### config.mk
export PLATFORM = sky130hd
export DESIGN_NAME = lft_ctrl
export DESIGN_NICKNAME = d
export VERILOG_FILES = /design/src/rtl/lft_ctrl_pkg.sv /design/src/rtl/lft_ctrl.sv
export VERILOG_INCLUDE_DIRS = /design/src /design/src/rtl
export SDC_FILE = /design/constraint.sdc
export NUM_CORES = 1
export LEC_CHECK = 0
export ABC_AREA = 0
export BUFFER_PORTS_ARGS = -buffer_cell sky130_fd_sc_hd__buf_2
export CAP_MARGIN = 20
export CORE_MARGIN = 1
export CORE_UTILIZATION = 54
export CTS_CLUSTER_DIAMETER = 80
export DETAILED_ROUTE_END_ITERATION = 8
export GPL_ROUTABILITY_DRIVEN = 1
export HOLD_SLACK_MARGIN = 0.05
export PLACE_DENSITY_LB_ADDON = 0.3
export SLEW_MARGIN = 20
export SYNTH_ARGS = -nofsm -noshare
export SYNTH_HDL_FRONTEND = slang
export SYNTH_SLANG_ARGS = --single-unit
### constraint.sdc
create_clock -name clk_sys -period 4 [get_ports clk_sys]
set_clock_uncertainty 0.15 [all_clocks]
set_input_delay 0.4 -clock clk_sys [delete_from_list [all_inputs] [get_ports clk_sys]]
set_output_delay 0.4 -clock clk_sys [all_outputs]
set_load 0.005 [all_outputs]
### src/rtl/lft_ctrl_regs.svh
// register indices, field positions, reset values and timing counts of the flash/torch control block
`ifndef LFT_CTRL_REGS_SVH
`define LFT_CTRL_REGS_SVH

`define LFT_IDX_LED_SELECT     8'h01
`define LFT_IDX_PUMP_MODE_TRIG 8'h02
`define LFT_IDX_LED1_PEAK      8'h03
`define LFT_IDX_LED2_PEAK      8'h04
`define LFT_IDX_TORCH_CURRENT  8'h05
`define LFT_IDX_LED1_DELAY     8'h07
`define LFT_IDX_LED2_DELAY     8'h08
`define LFT_IDX_LED1_WIDTH     8'h0A
`define LFT_IDX_LED2_WIDTH     8'h0B
`define LFT_IDX_VOUT           8'h0F
`define LFT_IDX_TIMEOUT        8'h14

`define LFT_B_LED1_SEL   0
`define LFT_B_LED2_SEL   1
`define LFT_B_LED_CHECK  4
`define LFT_B_PHOTO      5
`define LFT_B_IND_EN     0
`define LFT_B_PRECHARGE  1
`define LFT_B_PUMP_EN    2
`define LFT_B_SW_TRIG    4
`define LFT_B_FLASH_MODE 5
`define LFT_B_PUMP_HOLD  6

`define LFT_REG_RESET    8'h00
`define LFT_TORCH_LIMIT  8'h3F
`define LFT_FLASH_TIMEOUT_SETTING_DEF_MS  8'h32
`define LFT_TICK_US      1000
`define LFT_CLK_MHZ      200

`endif

### src/rtl/lft_ctrl_pkg.sv
// types shared by the flash/torch control block and its bench
package lft_ctrl_pkg;

  typedef enum logic [3:0] {
    LFT_IDLE  = 4'b0001,
    LFT_DELAY = 4'b0010,
    LFT_PULSE = 4'b0100,
    LFT_DONE  = 4'b1000
  } lft_seq_t;

  typedef struct packed {
    logic       wrEn;
    logic [7:0] idx;
    logic [7:0] data;
  } lft_wr_t;

  typedef struct packed {
    logic [1:0]      gateOn;
    logic [1:0][7:0] peakCode;
    logic [1:0]      torchOn;
    logic [7:0]      torchCode;
    logic            indicatorOn;
    logic            pumpOn;
    logic            preChargeOn;
    logic            photoSenseOn;
    logic            ledCheckOn;
    logic            timeoutArmed;
    logic            timeoutHit;
    logic [7:0]      voutCode;
  } lft_drive_t;

endpackage

### src/rtl/lft_ctrl.sv
// register bank and flash/torch/indicator mode control of a dual LED flash driver
`timescale 1ns/1ps
`include "lft_ctrl_regs.svh"

module lft_ctrl
  import lft_ctrl_pkg::*;
#(
  parameter int TICK_CYCLES = `LFT_TICK_US * `LFT_CLK_MHZ
)(
  input  wire logic       clk_sys,
  input  wire logic       rst_n,
  input  wire lft_wr_t    regWr,
  input  wire logic [7:0] regRdIdx,
  output logic [7:0]      regRdData,
  output lft_drive_t      drive
);

  localparam int DIVW = (TICK_CYCLES > 1) ? $clog2(TICK_CYCLES) : 1;
  localparam logic [DIVW-1:0] DIV_LAST = DIVW'(TICK_CYCLES - 1);

  typedef struct packed {
    logic [7:0]      ledSel;
    logic [7:0]      pumpCfg;
    logic [1:0][7:0] peak;
    logic [1:0][7:0] dly;
    logic [1:0][7:0] wid;
    logic [7:0]      vout;
    logic [7:0]      flash_timeout_setting;
    logic [7:0]      torch;
    logic [DIVW-1:0] divCnt;
    lft_seq_t [1:0]  seq;
    logic [1:0][7:0] cnt;
    logic [7:0]      toCnt;
    logic            flashActive;
    logic            torchTimedOut;
    logic [7:0]      rdData;
    lft_drive_t      out;
  } lft_state_t;

  lft_state_t q;
  lft_state_t d;

  logic       tick;
  logic       wrCfg;
  logic       fire;
  logic       abort;
  logic       anyPulse;
  logic       allDone;
  logic       torchMode;
  logic       torchOver;
  logic [7:0] toutEff;

  ////////////////////////////////////////////////////////////////////////////
  // next state

  always_comb
  begin
    d = q;
    tick = (q.divCnt == DIV_LAST);
    d.divCnt = tick ? '0 : q.divCnt + 1'b1;
    // a zero time-out setting falls back to the default so a cleared register does not cut a flash at its first tick
    toutEff = (q.flash_timeout_setting == `LFT_REG_RESET) ? `LFT_FLASH_TIMEOUT_SETTING_DEF_MS : q.flash_timeout_setting;
    anyPulse = (q.seq[0] == LFT_PULSE) || (q.seq[1] == LFT_PULSE);
    allDone = (q.seq[0] == LFT_DONE) && (q.seq[1] == LFT_DONE);
    wrCfg = regWr.wrEn && (regWr.idx == `LFT_IDX_PUMP_MODE_TRIG);
    fire = wrCfg && regWr.data[`LFT_B_SW_TRIG] && !q.pumpCfg[`LFT_B_SW_TRIG]
        && regWr.data[`LFT_B_FLASH_MODE] && (q.ledSel[1:0] != 2'b00);
    abort = wrCfg && (!regWr.data[`LFT_B_SW_TRIG] || !regWr.data[`LFT_B_FLASH_MODE]);
    d.out.timeoutHit = 1'b0;

    // flash sequencer, one delay then one pulse per selected LED
    if (q.flashActive && allDone)
    begin
      d.flashActive = 1'b0;
      d.seq = {LFT_IDLE, LFT_IDLE};
      d.pumpCfg[`LFT_B_SW_TRIG] = 1'b0;
    end
    else if (q.flashActive)
    begin
      for (int i = 0; i < 2; i++)
      begin
        unique case (q.seq[i])
          LFT_DELAY:
          begin
            // leave on the tick so the pulse starts on a tick boundary and lasts whole ticks
            if (tick && q.cnt[i] <= 8'h01)
            begin
              d.seq[i] = LFT_PULSE;
              d.cnt[i] = q.wid[i];
            end
            else if (tick)
            begin
              d.cnt[i] = q.cnt[i] - 8'h01;
            end
          end
          LFT_PULSE:
          begin
            if (tick && q.cnt[i] <= 8'h01)
            begin
              d.seq[i] = LFT_DONE;
            end
            else if (tick)
            begin
              d.cnt[i] = q.cnt[i] - 8'h01;
            end
          end
          LFT_IDLE, LFT_DONE:
          begin
            d.seq[i] = LFT_DONE;
          end
        endcase
      end
      if (anyPulse && tick)
      begin
        if (q.toCnt <= 8'h01)
        begin
          d.seq = {LFT_DONE, LFT_DONE};
          d.out.timeoutHit = 1'b1;
        end
        else
        begin
          d.toCnt = q.toCnt - 8'h01;
        end
      end
    end

    // torch time-out: runs only while torch current is above the mirror limit
    torchMode = !q.pumpCfg[`LFT_B_FLASH_MODE];
    torchOver = torchMode && !q.pumpCfg[`LFT_B_IND_EN] && (q.ledSel[1:0] != 2'b00)
             && (q.torch > `LFT_TORCH_LIMIT);
    if (!q.flashActive)
    begin
      if (!torchOver)
      begin
        d.toCnt = toutEff;
      end
      else if (tick && !q.torchTimedOut)
      begin
        if (q.toCnt <= 8'h01)
        begin
          d.torchTimedOut = 1'b1;
          d.out.timeoutHit = 1'b1;
        end
        else
        begin
          d.toCnt = q.toCnt - 8'h01;
        end
      end
    end

    // software writes come last so a write landing with the self-clear wins
    if (regWr.wrEn)
    begin
      case (regWr.idx)
        `LFT_IDX_LED_SELECT:     d.ledSel = regWr.data;
        `LFT_IDX_PUMP_MODE_TRIG: d.pumpCfg = regWr.data;
        `LFT_IDX_LED1_PEAK:      d.peak[0] = regWr.data;
        `LFT_IDX_LED2_PEAK:      d.peak[1] = regWr.data;
        `LFT_IDX_TORCH_CURRENT:  d.torch = regWr.data;
        `LFT_IDX_LED1_DELAY:     d.dly[0] = regWr.data;
        `LFT_IDX_LED2_DELAY:     d.dly[1] = regWr.data;
        `LFT_IDX_LED1_WIDTH:     d.wid[0] = regWr.data;
        `LFT_IDX_LED2_WIDTH:     d.wid[1] = regWr.data;
        `LFT_IDX_VOUT:           d.vout = regWr.data;
        `LFT_IDX_TIMEOUT:        d.flash_timeout_setting = regWr.data;
        default:                 d.vout = q.vout;
      endcase
      // a fresh torch setting or mode write re-arms a tripped torch
      if (wrCfg || regWr.idx == `LFT_IDX_TORCH_CURRENT)
      begin
        // a trip landing in this same cycle wins over the re-arm
        d.torchTimedOut = d.torchTimedOut && !q.torchTimedOut;
        // reload, else a re-armed torch would trip again at the very next tick
        if (!q.flashActive)
        begin
          d.toCnt = toutEff;
        end
      end
    end

    if (abort)
    begin
      d.flashActive = 1'b0;
      d.seq = {LFT_IDLE, LFT_IDLE};
    end
    else if (fire)
    begin
      d.flashActive = 1'b1;
      d.divCnt = '0;
      d.toCnt = toutEff;
      for (int i = 0; i < 2; i++)
      begin
        // a zero delay goes straight to the pulse so no cycle is lost before it
        d.seq[i] = !q.ledSel[i] ? LFT_DONE : (q.dly[i] == 8'h00) ? LFT_PULSE : LFT_DELAY;
        d.cnt[i] = (q.dly[i] == 8'h00) ? q.wid[i] : q.dly[i];
      end
    end

    unique case (regRdIdx)
      `LFT_IDX_LED_SELECT:     d.rdData = q.ledSel;
      `LFT_IDX_PUMP_MODE_TRIG: d.rdData = q.pumpCfg;
      `LFT_IDX_LED1_PEAK:      d.rdData = q.peak[0];
      `LFT_IDX_LED2_PEAK:      d.rdData = q.peak[1];
      `LFT_IDX_TORCH_CURRENT:  d.rdData = q.torch;
      `LFT_IDX_LED1_DELAY:     d.rdData = q.dly[0];
      `LFT_IDX_LED2_DELAY:     d.rdData = q.dly[1];
      `LFT_IDX_LED1_WIDTH:     d.rdData = q.wid[0];
      `LFT_IDX_LED2_WIDTH:     d.rdData = q.wid[1];
      `LFT_IDX_VOUT:           d.rdData = q.vout;
      `LFT_IDX_TIMEOUT:        d.rdData = q.flash_timeout_setting;
      default:                 d.rdData = 8'h00;
    endcase

    // drive outputs follow the next state so they change with it
    for (int i = 0; i < 2; i++)
    begin
      d.out.gateOn[i] = d.flashActive && (d.seq[i] == LFT_PULSE);
      d.out.peakCode[i] = d.peak[i];
      d.out.torchOn[i] = !d.pumpCfg[`LFT_B_FLASH_MODE] && d.ledSel[i]
                      && !d.pumpCfg[`LFT_B_IND_EN] && !d.torchTimedOut;
    end
    d.out.torchCode = d.torch;
    d.out.indicatorOn = d.pumpCfg[`LFT_B_IND_EN];
    d.out.pumpOn = d.pumpCfg[`LFT_B_PUMP_EN]
                && (!d.flashActive || d.pumpCfg[`LFT_B_PUMP_HOLD]);
    d.out.preChargeOn = d.pumpCfg[`LFT_B_PRECHARGE];
    d.out.photoSenseOn = d.ledSel[`LFT_B_PHOTO];
    d.out.ledCheckOn = d.ledSel[`LFT_B_LED_CHECK] && d.flashActive;
    d.out.timeoutArmed = d.flashActive
                      || (d.out.torchOn != 2'b00 && d.torch > `LFT_TORCH_LIMIT);
    d.out.voutCode = d.vout;
  end

  ////////////////////////////////////////////////////////////////////////////
  // state register; reset leaves every LED, the pump and the trigger off

  always_ff @(posedge clk_sys or negedge rst_n)
  begin
    if (!rst_n)
    begin
      q <= '0;
      q.seq <= {LFT_IDLE, LFT_IDLE};
    end
    else
    begin
      q <= d;
    end
  end

  assign regRdData = q.rdData;
  assign drive = q.out;
endmodule // lft_ctrl

==> impl.org <==
** Worst setup path
- Largest stage delay on the critical path :: 700 ps
- Cells traversed along the worst timing path :: inv_1, ha_1, nor2_1, or3_1, a2111oi_0, nor3_1, o211ai_1, and3_1, nor4_2
- Endpoint of the lowest-slack register-to-register path :: drive[41]
- Critical path type :: reg2reg
- WP buf/inv :: 1
- STA classifies the critical path startpoint as a flip-flop.
- For flop-to-flop paths, the worst setup slack is ~920 ps.
- Reg-to-reg critical path startpoint :: q[53]
- The most critical setup path has its startpoint at q[53].
- On the critical path the largest part of the delay comes from simple AND/OR/NAND/NOR gates.
- Data on the critical path is required at its endpoint by 4130 ps.
- CP Data Arrival Time :: ~3200 ps
- Stages on the worst setup path :: 9
- The slowest stage of the critical path belongs to the cell sky130_fd_sc_hd__a2111oi_0.
- Counting cells, the worst reg-to-reg path comes to 9.
- Critical Path Sink Type :: flip-flop
- Crit-path max FO :: 6

** Synth
- The cell area that synthesis handed to floorplanning was a little under 9000 um^2.
- In the synthesized netlist the async set-or-reset flop fraction comes to 100%.
- Synthesized Nets :: a little over 900
- Cell taking the most area after synthesis :: sky130_fd_sc_hd__dfrtp_1
- Mean instance size in the synthesized netlist :: about 9.8 um^2
- Count of distinct cell types in the synthesized netlist :: 70
- Of the synthesized area, sequential elements account for 44.4%.
- Yosys attributes the largest share of cell area to sky130_fd_sc_hd__dfrtp_1 44%, sky130_fd_sc_hd__mux2_2 10%, sky130_fd_sc_hd__buf_4 4.5%.
- Top cell type's share of synthesized area :: 43.8%
- YS warnings :: 0
- Number of standard cells after synthesis :: approximately 900
- Number of enable flip-flop cells after synthesis :: 0
- Synthesis inferred about 160 register bits.
- In the synthesized netlist the dominant register cell turns out to be sky130_fd_sc_hd__dfrtp_1.

** Final layout
- Of the cells placed in the final design, the portion with a size suffix greater than 1 is a little under a quarter.
- After the last flow step, the layout net total stands at between 900 and 1000.
- The area growth from synthesis to layout is 10.3%.

** Timing
- Time the final worst path needs with I/O delays and setup :: ~3000 ps
- The final hold violation count came to 0.
- Rel. slew slack :: roughly a third
- # setup viols final :: 0
- Unrepaired setup endpoints after global routing :: no
- Fin Setup TNS :: 0 ps
- Actual slew at the worst max-slew pin :: 1010 ps
- The final number of max-transition violations was 0.
- Post-route worst setup slack :: 920 ps
- Derived from the worst setup path, the maximum achievable clock frequency is between 0.3 and 0.4 GHz.
- Final cycle utilization of the critical path :: 77.0%

** Global routing
- The initial antenna violation count was 0.
- Vias in the first global route :: 7001
- The total overflow left after global routing is 0.
- Pin count of the biggest net entering global routing :: roughly 100
- Wire length of the first global-routing pass :: 38.5 mm
- In the global route stage, overall resource usage came out at a little under a third.

** Floorplanning
- Overall die area :: roughly 17000 um^2
- Row Count :: 46
- For this configuration, the core starts out at a cell density of a little under three fifths.
- Number of top-level design ports :: 78
- The floorplan step defined a core boundary enclosing about 16000 um^2.
- Die H :: roughly 130 um
- Horiz. Die Dim :: between 100 and 150 um

** Clock tree
- For the worst-skew pair, the clock arrives at the later sink with an insertion delay of around 430 ps.
- CTS buffer count :: 17
- TritonCTS clock tree :: yes
- In this run the deepest clock path goes through 2 buffers.
- In this run the clock root is driven by a sky130_fd_sc_hd__clkbuf_16.
- CTS sink cnt :: around 160
- Clock-pin slew of the registers on the worst-case setup and hold paths :: 70 ps
- In this run the number of H-tree levels came out at 4.
- The number of gates resized after CTS was 0.

** Status
- The run finished with clean final reports.

** Pwr
- In this run the power spent charging and discharging nets is ~1000 uW.
- Across the VDD grid, the largest voltage drop is ~0.00036 V.
- Leakage dissipation :: 0.00444 uW
- Int Pwr :: 2860 uW
- Power spread over the standard cell area amounts to between 300 and 400 nW/um^2.
- The clock network is responsible for between 40 and 50% of the overall power.
- Share of total power consumed by net switching :: 25.9%
- Sequential cells burn between 40% and 50% of the power.
- Combinational group share of total power :: roughly 8%

** Route
- After detailed routing, the number of remaining DRC violations is 0.
- The pre-antenna-repair detailed-routing pass consisted of 8 iterations.
- After the first detailed-routing iteration, the DRC count stood at approximately 830.
- After detailed routing, the average wire length per cell comes to around 21 um.
- In this run the remaining antenna-violating nets after routing total 0.
- Total via count after detailed routing :: 7539
- Routed vias/inst :: ~6.6
- The final layout contains routed wiring with a total length of ~24 mm.

** Worst hold path
- The worst hold path belongs to the class in2reg.
- In this run the most critical hold path is launched from regWr[4].
- The worst hold path terminates at drive[4].
- Min-Delay Path Depth :: 2

** Place
- Placer Congestion :: ~0.92
- I/O Buffers :: 77
- Detail Placement HPWL :: about 17 mm
- Timing analysis after detailed placement gives a worst setup slack of 636 ps.

** Flow run
- Total of max-cap violations :: 0
==> metrics by stage <==
step                instance area (um^2)  instances  util (%)  hold WS [ps]  power (uW)
floorplan                           8810        895         -         -45.6        1960
finish                              9710       1148      61.1           204        3860
detailed placement                  9050       1115      57.0           334        2080
global route                        9710       1147      61.1           201        3980
global placement                    9050       1115      57.0           326        2070
CTS                                 9710       1147      61.1           196        3860
==> sequential cells by signal (all words and copies together), names as in the netlist, named ones only <==
signal / count
drive: 37
q: 108
regRdData: 8
==> logic make-up (layout without fill, tap and decap cells) <==
group	Yosys count	after routing	share of synthesized area, %
and+or+nand+nor	301	301	18.2
other	0	1	0
muxes	82	82	10.5
AOI/OAI and AO/OA	214	214	16.4
buffers and inverters	114	150	7.40
DFF	156	156	44.4
xor gates and xnor gates	21	21	2.09
adders and majority gates	7	7	0.994
==> power by group through the flow <==
| stage | logic, uW | registers, uW | clock network, uW |
|---|---|---|---|
| floorplan | 218 | 1740 | 0 |
| global placement | 302 | 1770 | 0 |
| detailed placement | 307 | 1770 | 0 |
| CTS | 309 | 1750 | 1810 |
| global route | 342 | 1760 | 1880 |
| finish | 308 | 1750 | 1800 |
==> area by class of cell <==
type                    instances  area [um^2]
clock buffers                  17          425
diodes                          1         2.50
multi-input cells             625         4250
flip-flops and latches        156         3910
fillers                      1351         6170
inverters                      23         86.3
well taps                     216          270
clock inverters                14          224
repair buffers                 96          549
==> cells in the mapped netlist, types with 4 or more instances <==
library cell	count
sky130_fd_sc_hd__o21ai_0	39
sky130_fd_sc_hd__o22ai_1	4
sky130_fd_sc_hd__inv_1	23
sky130_fd_sc_hd__or3_1	12
sky130_fd_sc_hd__dfrtp_1	154
sky130_fd_sc_hd__a211o_1	4
sky130_fd_sc_hd__nor2b_1	4
sky130_fd_sc_hd__mux2_2	78
sky130_fd_sc_hd__nor2_1	62
sky130_fd_sc_hd__a21oi_1	53
sky130_fd_sc_hd__a31oi_1	12
sky130_fd_sc_hd__a22oi_1	27
sky130_fd_sc_hd__ha_1	7
sky130_fd_sc_hd__nand2b_1	7
sky130_fd_sc_hd__o211ai_1	14
sky130_fd_sc_hd__clkbuf_1	32
sky130_fd_sc_hd__xor2_1	9
sky130_fd_sc_hd__nor3_1	31
sky130_fd_sc_hd__a222oi_1	8
sky130_fd_sc_hd__a221oi_1	10
sky130_fd_sc_hd__xnor2_1	12
sky130_fd_sc_hd__nand4_1	7
sky130_fd_sc_hd__and2_1	5
sky130_fd_sc_hd__nand2_1	57
sky130_fd_sc_hd__nand3_1	43
sky130_fd_sc_hd__nor4b_1	12
sky130_fd_sc_hd__or4_1	5
sky130_fd_sc_hd__nor4_1	17
sky130_fd_sc_hd__buf_4	53
sky130_fd_sc_hd__nand3b_1	8
sky130_fd_sc_hd__and3_1	13
sky130_fd_sc_hd__a211oi_1	8
==> timing repair <==
action	4_1_cts	5_1_grt
setup endpoints to repair	0	0
setup buffers	0	0
endpoints found under the hold margin	102	0
hold buffers	1	0
==> layer usage <==
layer  track usage (%)  up-vias  routed length (um)
li1                  -     3356                   -
met1              39.8     3716               10100
met2              48.5      399               11600
met3              6.36       68                1900
met4              13.1        0                 756
met5                 0        -                   0
==> worst register-to-register path: cells and delay by family, from the launching register on <==
family / cells / cell delay [ps]
flops: 1 / 420
buf+inv: 1 / 120
compound gates: 2 / 860
simple gates: 5 / 1120
fa+ha+maj: 1 / 280
==> how the worst max path moves through the flow <==
stage	to
final	drive[41]
after floorplan	q[71]
after CTS	drive[41]
after global routing	drive[42]
after global placement	drive[42]
after detailed placement	drive[42]
==> layout by cell type, fill, tap and decap left out, drive strengths merged, types with 8 or more instances in the layout <==
| master | netlist | routed |
|---|---|---|
| nor4b | 12 | 12 |
| mux2 | 79 | 79 |
| nor2 | 62 | 62 |
| nor4 | 19 | 19 |
| a211oi | 8 | 8 |
| xnor2 | 12 | 12 |
| and3 | 13 | 13 |
| inv | 23 | 30 |
| a31oi | 12 | 12 |
| or4 | 8 | 8 |
| dfrtp | 154 | 154 |
| or3 | 12 | 12 |
| clkbuf | 32 | 17 |
| nand3 | 43 | 43 |
| a221oi | 10 | 10 |
| a222oi | 8 | 8 |
| buf | 59 | 95 |
| o211ai | 14 | 14 |
| nand2 | 57 | 57 |
| nor3 | 33 | 33 |
| o21ai | 39 | 39 |
| xor2 | 9 | 9 |
| a21oi | 53 | 53 |
| a22oi | 28 | 28 |
| nand3b | 8 | 8 |
Power figures use the tool's default switching activity.
